<file path="src/pkg/ssx_pkg.sv">
// constants and types shared by the sub/swap/xor/sleep execution block
package ssx_pkg;
  // ----------------------------------------------------------------
  // operation codes presented by the instruction decoder
  // ----------------------------------------------------------------
  typedef enum logic [2:0] {
    SSX_OP_NONE = 3'h0,
    SSX_OP_SUB_ACC_FROM_FILE = 3'h1,
    SSX_OP_SUB_ACC_FROM_LITERAL = 3'h2,
    SSX_OP_NIBBLE_SWAP_FILE = 3'h3,
    SSX_OP_XOR_LITERAL_ACC = 3'h4,
    SSX_OP_XOR_ACC_FILE = 3'h5,
    SSX_OP_ROTATE_RIGHT_CARRY = 3'h6,
    SSX_OP_SLEEP = 3'h7
  } ssx_op_t;

  // ----------------------------------------------------------------
  // power state, gray coded along run -> sleep
  // ----------------------------------------------------------------
  typedef enum logic [0:0] {
    SSX_ST_RUN = 1'h0,
    SSX_ST_SLEEP = 1'h1
  } ssx_state_t;

  // ----------------------------------------------------------------
  // widths, field positions and reset values
  // ----------------------------------------------------------------
  localparam int SSX_DATA_W = 8;
  localparam int SSX_ADDR_W = 7;
  localparam int SSX_NIB_LO = 3;
  localparam int SSX_NIB_HI = 7;
  localparam logic SSX_DEST_ACC = 1'h0;
  localparam logic SSX_DEST_FILE = 1'h1;
  localparam logic [7:0] SSX_ACC_RST = 8'h00;
  localparam logic SSX_FLAG_RST = 1'h0;
  localparam logic SSX_TIMEOUT_RST = 1'h1;
  localparam logic SSX_POWERDOWN_RST = 1'h1;
  localparam logic [7:0] SSX_WDT_RST = 8'h00;
  localparam logic [7:0] SSX_PRESC_RST = 8'h00;
  localparam logic [7:0] SSX_ZERO_BYTE = 8'h00;
endpackage : ssx_pkg

</file>
<file path="src/core/ssx_alu.sv">
// execution unit: subtract, swap, xor, rotate and sleep instructions
// Function
// - file minus accumulator, updates carry, digit carry, zero
// - destination bit picks accumulator or file
// - literal minus accumulator into accumulator, flags
// - sleep clears powerdown, sets timeout flag
// - sleep clears watchdog count and prescaler
// - after sleep, halt instruction oscillator
// - swap nibbles, status flags untouched
// - swap with destination one writes file
// - literal xor into accumulator, zero only
// - file xor with accumulator, zero only
// - file xor destination one writes file
// - rotate right through carry
module ssx_alu (
  // clock and reset
  input wire logic REF_CLK_I,
  input wire logic RST_N_I,
  // instruction from decoder
  input wire logic EXEC_I,
  input wire ssx_pkg::ssx_op_t OP_I,
  input wire logic DEST_I,
  input wire logic [6:0] FILE_ADDR_I,
  input wire logic [7:0] LITERAL_I,
  // file register read data
  input wire logic [7:0] FILE_DATA_I,
  // wake event ends sleep
  input wire logic WAKE_I,
  // file register write port
  output logic FILE_WE_O,
  output logic [6:0] FILE_WADDR_O,
  output logic [7:0] FILE_WDATA_O,
  // architectural state
  output logic [7:0] ACC_O,
  output logic CARRY_O,
  output logic DIGIT_CARRY_FLAG_O,
  output logic ZERO_O,
  output logic TIMEOUT_FLAG_O,
  output logic POWERDOWN_FLAG_O,
  // watchdog clear and power state
  output logic WDT_CLR_O,
  output logic OSC_RUN_O,
  output logic SLEEPING_O
);
  // ----------------------------------------------------------------
  // state
  // ----------------------------------------------------------------
  typedef struct packed {
    ssx_pkg::ssx_state_t st;
    logic [7:0] acc;
    logic carry;
    logic dcarry;
    logic zero;
    logic timeout;
    logic powerdown;
    logic file_we;
    logic [6:0] file_waddr;
    logic [7:0] file_wdata;
    logic wdt_clr;
  } ssx_alu_state_t;

  ssx_alu_state_t s_r;
  ssx_alu_state_t s_nxt;
  logic [7:0] res;
  logic c_new;
  logic dc_new;
  logic upd_c;
  logic upd_dc;
  logic upd_z;
  logic writes;

  // ----------------------------------------------------------------
  // arithmetic
  // ----------------------------------------------------------------
  ssx_flag_calc u_calc (
    .op_i(OP_I),
    .acc_i(s_r.acc),
    .file_i(FILE_DATA_I),
    .lit_i(LITERAL_I),
    .carry_i(s_r.carry),
    .res_o(res),
    .carry_o(c_new),
    .dcarry_o(dc_new),
    .upd_c_o(upd_c),
    .upd_dc_o(upd_dc),
    .upd_z_o(upd_z),
    .writes_o(writes)
  );

  // ----------------------------------------------------------------
  // next state
  // ----------------------------------------------------------------
  // instructions are ignored while asleep: the sleep state only waits for WAKE_I
  always_comb begin
    s_nxt = s_r;
    s_nxt.file_we = 1'h0;
    s_nxt.wdt_clr = 1'h0;
    case (s_r.st)
      ssx_pkg::SSX_ST_RUN: begin
        if (EXEC_I && OP_I == ssx_pkg::SSX_OP_SLEEP) begin
          s_nxt.powerdown = 1'h0;
          s_nxt.timeout = 1'h1;
          s_nxt.wdt_clr = 1'h1;
          s_nxt.st = ssx_pkg::SSX_ST_SLEEP;
        end else if (EXEC_I && writes) begin
          // literal forms always target the accumulator
          if (DEST_I == ssx_pkg::SSX_DEST_FILE && OP_I != ssx_pkg::SSX_OP_SUB_ACC_FROM_LITERAL
              && OP_I != ssx_pkg::SSX_OP_XOR_LITERAL_ACC) begin
            s_nxt.file_we = 1'h1;
            s_nxt.file_waddr = FILE_ADDR_I;
            s_nxt.file_wdata = res;
          end else begin
            s_nxt.acc = res;
          end
          if (upd_c) begin
            s_nxt.carry = c_new;
          end
          if (upd_dc) begin
            s_nxt.dcarry = dc_new;
          end
          if (upd_z) begin
            s_nxt.zero = (res == ssx_pkg::SSX_ZERO_BYTE);
          end
        end
      end
      ssx_pkg::SSX_ST_SLEEP: begin
        if (WAKE_I) begin
          s_nxt.st = ssx_pkg::SSX_ST_RUN;
        end
      end
      default: begin
        s_nxt.st = ssx_pkg::SSX_ST_RUN;
      end
    endcase
  end

  // ----------------------------------------------------------------
  // registers
  // ----------------------------------------------------------------
  always_ff @(posedge REF_CLK_I or negedge RST_N_I) begin
    if (!RST_N_I) begin
      s_r.st <= ssx_pkg::SSX_ST_RUN;
      s_r.acc <= ssx_pkg::SSX_ACC_RST;
      s_r.carry <= ssx_pkg::SSX_FLAG_RST;
      s_r.dcarry <= ssx_pkg::SSX_FLAG_RST;
      s_r.zero <= ssx_pkg::SSX_FLAG_RST;
      s_r.timeout <= ssx_pkg::SSX_TIMEOUT_RST;
      s_r.powerdown <= ssx_pkg::SSX_POWERDOWN_RST;
      s_r.file_we <= 1'h0;
      s_r.file_waddr <= 7'h00;
      s_r.file_wdata <= 8'h00;
      s_r.wdt_clr <= 1'h0;
    end else begin
      s_r <= s_nxt;
    end
  end

  // ----------------------------------------------------------------
  // outputs
  // ----------------------------------------------------------------
  assign FILE_WE_O = s_r.file_we;
  assign FILE_WADDR_O = s_r.file_waddr;
  assign FILE_WDATA_O = s_r.file_wdata;
  assign ACC_O = s_r.acc;
  assign CARRY_O = s_r.carry;
  assign DIGIT_CARRY_FLAG_O = s_r.dcarry;
  assign ZERO_O = s_r.zero;
  assign TIMEOUT_FLAG_O = s_r.timeout;
  assign POWERDOWN_FLAG_O = s_r.powerdown;
  assign WDT_CLR_O = s_r.wdt_clr;
  assign OSC_RUN_O = (s_r.st == ssx_pkg::SSX_ST_RUN);
  assign SLEEPING_O = (s_r.st == ssx_pkg::SSX_ST_SLEEP);
endmodule : ssx_alu

</file>
<file path="src/core/ssx_flag_calc.sv">
// combinational result and flag generator for the execution block
module ssx_flag_calc (
  // operands
  input wire ssx_pkg::ssx_op_t op_i,
  input wire logic [7:0] acc_i,
  input wire logic [7:0] file_i,
  input wire logic [7:0] lit_i,
  input wire logic carry_i,
  // results
  output logic [7:0] res_o,
  output logic carry_o,
  output logic dcarry_o,
  output logic upd_c_o,
  output logic upd_dc_o,
  output logic upd_z_o,
  output logic writes_o
);
  logic [8:0] diff;
  logic [4:0] ndiff;
  logic [7:0] minu;

  // ----------------------------------------------------------------
  // datapath
  // ----------------------------------------------------------------
  // subtract done as minuend + ~acc + 1 so carry is the not-borrow
  always_comb begin
    minu = (op_i == ssx_pkg::SSX_OP_SUB_ACC_FROM_LITERAL) ? lit_i : file_i;
    diff = {1'h0, minu} + {1'h0, ~acc_i} + 9'h001;
    ndiff = {1'h0, minu[3:0]} + {1'h0, ~acc_i[3:0]} + 5'h01;
    res_o = ssx_pkg::SSX_ZERO_BYTE;
    carry_o = carry_i;
    dcarry_o = 1'h0;
    upd_c_o = 1'h0;
    upd_dc_o = 1'h0;
    upd_z_o = 1'h0;
    writes_o = 1'h1;
    case (op_i)
      ssx_pkg::SSX_OP_SUB_ACC_FROM_FILE, ssx_pkg::SSX_OP_SUB_ACC_FROM_LITERAL: begin
        res_o = diff[7:0];
        carry_o = diff[8];
        dcarry_o = ndiff[4];
        upd_c_o = 1'h1;
        upd_dc_o = 1'h1;
        upd_z_o = 1'h1;
      end
      ssx_pkg::SSX_OP_NIBBLE_SWAP_FILE: begin
        res_o = {file_i[ssx_pkg::SSX_NIB_LO:0], file_i[ssx_pkg::SSX_NIB_HI:4]};
      end
      ssx_pkg::SSX_OP_XOR_LITERAL_ACC: begin
        res_o = acc_i ^ lit_i;
        upd_z_o = 1'h1;
      end
      ssx_pkg::SSX_OP_XOR_ACC_FILE: begin
        res_o = acc_i ^ file_i;
        upd_z_o = 1'h1;
      end
      ssx_pkg::SSX_OP_ROTATE_RIGHT_CARRY: begin
        res_o = {carry_i, file_i[7:1]};
        carry_o = file_i[0];
        upd_c_o = 1'h1;
      end
      default: begin
        writes_o = 1'h0;
      end
    endcase
  end
endmodule : ssx_flag_calc

</file>
<file path="config.mk">
export PLATFORM = sky130hd
export DESIGN_NAME = ssx_alu
export DESIGN_NICKNAME = d
export VERILOG_FILES = /design/src/pkg/ssx_pkg.sv /design/src/core/ssx_alu.sv /design/src/core/ssx_flag_calc.sv
export SDC_FILE = /design/constraint.sdc
export NUM_CORES = 1
export LEC_CHECK = 0
export ABC_AREA = 1
export ABC_CLOCK_PERIOD_IN_PS = 1900
export BUFFER_PORTS_ARGS = -buffer_cell sky130_fd_sc_hd__buf_2
export CAP_MARGIN = 20
export CORE_MARGIN = 2
export CORE_UTILIZATION = 25
export DETAILED_ROUTE_END_ITERATION = 6
export PLACE_DENSITY_LB_ADDON = 0.05
export SYNTH_ARGS = -nofsm -noshare
export SYNTH_HDL_FRONTEND = slang
export SYNTH_SLANG_ARGS = --single-unit
</file>
<file path="constraint.sdc">
create_clock -name REF_CLK_I -period 1.9 [get_ports REF_CLK_I]
set_input_delay 0.095 -clock REF_CLK_I [delete_from_list [all_inputs] [get_ports REF_CLK_I]]
set_output_delay 0.095 -clock REF_CLK_I [all_outputs]
set_load 0.02 [all_outputs]
</file>
# Word level (Yosys, flattened, before mapping)
# Index checks and enable logic that the tools add are counted.
# totals
regBits	30
latch_bits	0
ramBits	0
rom_bits	0
inputBits	31
out_inout_bits	32
word_cells	61
n_memories	0
# op_classes
n_addsub	4
n_mul	0
div_mod_pow	0
order_cmp	0
eq_ne	9
n_shift	0
mux	15
bitwise_logic	7
n_reduce_logical	16
# op_table
op	n
two-way mux 16 bit	3
case mux 8 bit (5 select lines)	1
two-way mux 17 bit	1
AND reduction 4 bit	4
bitwise XOR 8 bit	2
== test 3 bit, second input constant	4
adder 8 x 8 -> 9 bit	1
adder 9 x 1 -> 9 bit, second input constant	1
zero test 8 bit	1
two-way mux 8 bit	1
inverter 8 bit	1
two-way mux 1 bit	7
== test 3 x 2 -> 1 bit, second input constant	2
OR reduction 6 bit	1
adder 4 x 4 -> 5 bit	1
adder 5 x 1 -> 5 bit, second input constant	1
AND reduction 5 bit	1
logical AND 1 bit	4
inverter 4 bit	1
case mux 1 bit (2 select lines)	2
OR reduction 4 bit	1
== test 3 x 1 -> 1 bit, second input constant	1
inequality test 3 x 2 -> 1 bit, second input constant	1
inequality test 3 bit, second input constant	1
other kinds (5)	7

# Depth between registers and ports, before layout
# logic_depth
depth_word	9
depth_mapped	20
ltp_nobuf	19

# Hierarchy
# From an unflattened synthesis, not the netlist that was laid out.
# hier_totals
cells_unflattened	351
hier_area_um2	2353.5
# modules_own_cells
mod	instances	cells_each	area_per_inst_um2
ssx_alu	1	145	1302.5
ssx_flag_calc	1	206	1051.0

# Least setup slack after synthesis
# OpenSTA, ideal clock, no wires.
# synth_path
kind	input to register
start	in OP_I[0]
end	reg s_r (netlist bit ZERO_O)
setup_ps	65
t_arrival_ps	2277
required_time_ps	1835
path_slack_ps	-442
stages	19
path_buffers	2
cell_sequence	buf_4 > nor2_4 > nand2_1 > clkbuf_1 > o21ai_0 > ha_1 > inv_1 > fa_1 > nand2_1 > nand3_1 > nand3_1 > nand3_1 > nand2_1 > nor2_1 > nor2_1 > nand2_1 > nor2_1 > nand2_1 > nand2_1
# synth_between
elab_chain_cells	6
word_cells_on_any_way	21
classes_between	add/sub: 2; eq/ne: 7; mux: 4; bitwise: 1; reduce/logical: 7
# synth_rtl
element	line	rtl
start, declared	ssx_alu.sv:21	input wire ssx_pkg::ssx_op_t OP_I,
== test 3 x 2 -> 1 bit	ssx_flag_calc.sv:27, ssx_flag_calc.sv:37	
two-way mux 8 bit	ssx_flag_calc.sv:27	minu = (op_i == ssx_pkg::SSX_OP_SUB_ACC_FROM_LITERAL) ? lit_i : file_i;
adder 8 x 8 -> 9 bit	ssx_flag_calc.sv:28	diff = {1'h0, minu} + {1'h0, ~acc_i} + 9'h001;
adder 9 x 1 -> 9 bit	ssx_flag_calc.sv:28	
case mux 8 bit (5 select lines)	ssx_flag_calc.sv:37	case (op_i)
zero test 8 bit	ssx_alu.sv:122	s_nxt.zero = (res == ssx_pkg::SSX_ZERO_BYTE);
end signal, assigned	ssx_alu.sv:154	s_r <= s_nxt;
end, declared	ssx_alu.sv:62	ssx_alu_state_t s_r;
# Several ways; a longest one is shown, not always the timed one.
# A chain may end at the register's enable or synchronous reset.

# Final worst setup path
# layout_path
start	reg s_r (netlist bit ACC_O[0])
end	reg s_r (netlist bit CARRY_O)
# layout_between
elab_chain_cells	4
# layout_rtl
element	line
inverter 8 bit	ssx_flag_calc.sv:28
adder 8 x 8 -> 9 bit	ssx_flag_calc.sv:28
adder 9 x 1 -> 9 bit	ssx_flag_calc.sv:28
case mux 1 bit (2 select lines)	ssx_flag_calc.sv:37
# Every way passes these cells.

==> flow_summary_export.csv <==
group,metric,value,unit
run_status,outcome,"completed",
setup_path,cp.depth,12,
floorplanning,die_w,97.7,µm
logic_synthesis,syn_area,2200,µm²
logic_synthesis,synthFlopType,"dfrtp_1",
sta,max_freq,537,MHz
logic_synthesis,yosysSeqAreaShare,0.342,
setup_path,worstPathRequired,2.07,ns
global_routing,grt_pass1_wl,12600,µm
sta,timing.hold.ws,0.0205,ns
flow_run,cap_violations,0,
setup_path,worstPathCellList,"ha_2 > inv_2 > fa_2 > nand2_2 > nand3_2 > nand3_2 > a21oi_2 > buf_4 > nor2_1 > nor2_1 > o21ai_1 > nand2_1",
sta,drv_slew,0,
min_path,hold_class,"in2reg",
placement,dpl_worst_slack,-0.280,ns
clock_network,cts_tree,"built",
pwr,p_leak,0.00174,µW
setup_path,endpoint_kind,"register",
sta,rsz0062_at_grt,"true",
global_routing,grt_pass1_vias,2506,
logic_synthesis,ys_ff_latch,30,
logic_synthesis,synth.net_count,377,
setup_path,critPathLaunchType,"register",
sta,setup_violations,0,
clock_network,cts.clk_slew.worst_paths,0.07,ns
setup_path,crit_path_max_fanout,2,
sta,slew_headroom,0.535,
floorplanning,start_util,0.254,
sta,setup_slack,0.0368,ns
setup_path,crit_buf_inv,2,
final_layout,fin_nets,488,
sta,period_share,0.981,
routing,routed_wirelength,7960,µm
routing,antenna_left,0,
logic_synthesis,synth_area_per_cell,6.54,µm²
routing,wl_per_cell,14.3,µm
pwr,power.density,1010,nW/µm²
routing,vias,2510,
final_layout,fill_cells,980,
pwr,ir_worst_vdd,486,µV
logic_synthesis,syn_inst,336,
setup_path,worst_ep_arrival_time,2.03,ns
logic_synthesis,synth_edf_count,0,
sta,finClkSkew,0.00505,ns
routing,drtIter0Drc,71,
sta,fin_crit,1.86,ns
final_layout,drive_gt1_frac,0.362,
floorplanning,core.rowCount,34,
routing,detail_route.first_pass.iterations,4,
placement,gp_congestion,0.955,
clock_network,cts_num_sinks,30,
logic_synthesis,async_flop_share,1.00,
setup_path,r2r_cells,12,
clock_network,cts.path.max_buffers,2,
placement,dp_hpwl,6360,µm
clock_network,clockRootBuffer,"clkbuf_8",
global_routing,grt_max_degree,32,
clock_network,worstSkewPairLatency,0.28,ns
setup_path,cp_slowest_stage_delay,0.37,ns
sta,hold_viol,0,
logic_synthesis,yosysWarnings,0,
global_routing,grt_overflow_total,0,
placement,portBuffers,61,
routing,viasPerCell,4.52,
global_routing,grt_usage,0.169,
floorplanning,fp.dieH,97.7,µm
sta,tightest_slew,0.697,ns
setup_path,critical_path.top_delay_family,"adder cells",
logic_synthesis,synth_cell_type_count,30,
global_routing,antenna_found_initial,0,
floorplanning,io_pins,63,
clock_network,numCtsBuffers,5,
floorplanning,dieArea,9550,µm²
final_layout,n_antenna_cell,0,
routing,drcViolationCount,0,
setup_path,cpMaxStageDelayCell,"dfrtp_1",
min_path,whs_path_depth,3,
floorplanning,core-area,8640,µm²
final_layout,areaGrowthSynthToFinish,47.2,%
setup_path,path_class,"reg2reg",
clock_network,htreeDepth,2,
-- registers in the layout (all words and copies together), names as in the netlist --
register            count
ACC_O                   8
FILE_WDATA_O            8
FILE_WADDR_O            7
CARRY_O                 1
DIGIT_CARRY_FLAG_O      1
FILE_WE_O               1
POWERDOWN_FLAG_O        1
SLEEPING_O              1
WDT_CLR_O               1
ZERO_O                  1
-- timing repair --
item                                    in CTS  in global routing
buffers inserted                             0                  6
resized for setup                            2                 27
cloned                                       0                  1
pin swaps                                    0                  5
hold buffers                                 2                  0
hold endpoints to repair                    30                  0
endpoints found under the setup margin       3                 11
-- cell type report --
cell class	count	area [µm²]	area share
well taps	108	135	0.0418
clock inverters	2	10.0	0.00310
clock buffers	5	68.8	0.0213
multi-input cells	245	1360	0.420
flip-flops and latches	30	752	0.233
inverters	54	205	0.0635
repair buffers	111	704	0.218
-- layer usage --
layer | global-route usage | vias to the layer above | part of all wire
li1 | - | 1286 | -
met1 | 0.226 | 1156 | 0.48
met2 | 0.282 | 58 | 0.46
met3 | 0.0288 | 10 | 0.041
met4 | 0.0459 | 0 | 0.013
met5 | 0 | - | 0
-- worst register-to-register path, stage by stage, from the launching register on --
cell and delay, ns:
dfrtp_1 0.37, ha_2 0.18, inv_2 0.03, fa_2 0.36, nand2_2 0.07, nand3_2 0.07
nand3_2 0.09, a21oi_2 0.07, buf_4 0.15, nor2_1 0.11, nor2_1 0.06, o21ai_1 0.13
nand2_1 0.07
-- report_power, final --
part | internal, µW | switching (µW)
combinational | 783 | 1080
sequential | 813 | 92.8
clock | 245 | 241
total | 1840 | 1420
-- path summary, 6_finish.rpt --
| kind | start | end | slack (ns) |
|---|---|---|---|
| setup / recovery | ACC_O[0] | CARRY_O | 0.04 |
| hold / removal | FILE_ADDR_I[2] | FILE_WADDR_O[2] | 0.02 |
| setup reg to reg | ACC_O[0] | CARRY_O | 0.04 |
| hold reg to reg | POWERDOWN_FLAG_O | POWERDOWN_FLAG_O | 0.45 |
| max in group asynchronous | RST_N_I | FILE_WDATA_O[3] | 1.05 |
| min in group asynchronous | RST_N_I | SLEEPING_O | 0.38 |
-- cell usage in the layout, fill, tap and decap left out, types with 2 or more instances in the layout --
master,Yosys,final
nand2_1,96,89
buf_2,2,60
buf_4,5,47
inv_1,50,46
nor2_1,42,36
dfrtp_1,29,29
nand3_1,28,22
o21ai_0,24,22
a21oi_1,18,17
nand2_2,2,8
inv_2,4,7
nand3_2,1,7
nor2_2,1,5
a31oi_1,5,5
clkbuf_8,0,5
nor2_4,2,4
nand4_1,4,4
ha_4,0,4
ha_1,9,4
nand2_4,0,2
o22ai_1,2,2
clkinv_2,0,2
dlygate4sd3_1,0,2
-- Yosys cell counts (all sizes together) (2+ instances only) --
library cell  number  area share
nand2             98        0.17
o22ai              2      0.0057
inv               54       0.092
dfrtp             29        0.33
nor2              45       0.085
nor3               2      0.0097
o21ai             24       0.055
ha                 9       0.051
nand4              4       0.011
buf                7       0.022
a21oi             18       0.041
a31oi              5       0.014
nand3             29       0.068
-- cells by family after synthesis --
group / after synthesis / share of synthesized area
AO/OA/AOI/OAI: 51 / 0.123
XOR/XNOR: 1 / 0.00399
adder cells (fa/ha/maj): 10 / 0.0604
buffers and inverters: 62 / 0.116
flip-flops: 30 / 0.342
other: 1 / 0.00171
AND/OR/NAND/NOR: 181 / 0.353
-- per-stage QoR --
step	cells	total power [µW]	util	setup TNS [ns]	instance area [µm²]
final	555	3260	0.374	0	3230
after global placement	539	2620	0.341	-2.26	2950
after global routing	555	3530	0.374	-0.479	3230
after detailed placement	539	2610	0.341	-2.59	2950
after floorplan	336	1880	-	-0.424	2250
after CTS	548	3130	0.353	0	3050
Power figures use the tool's default switching activity.
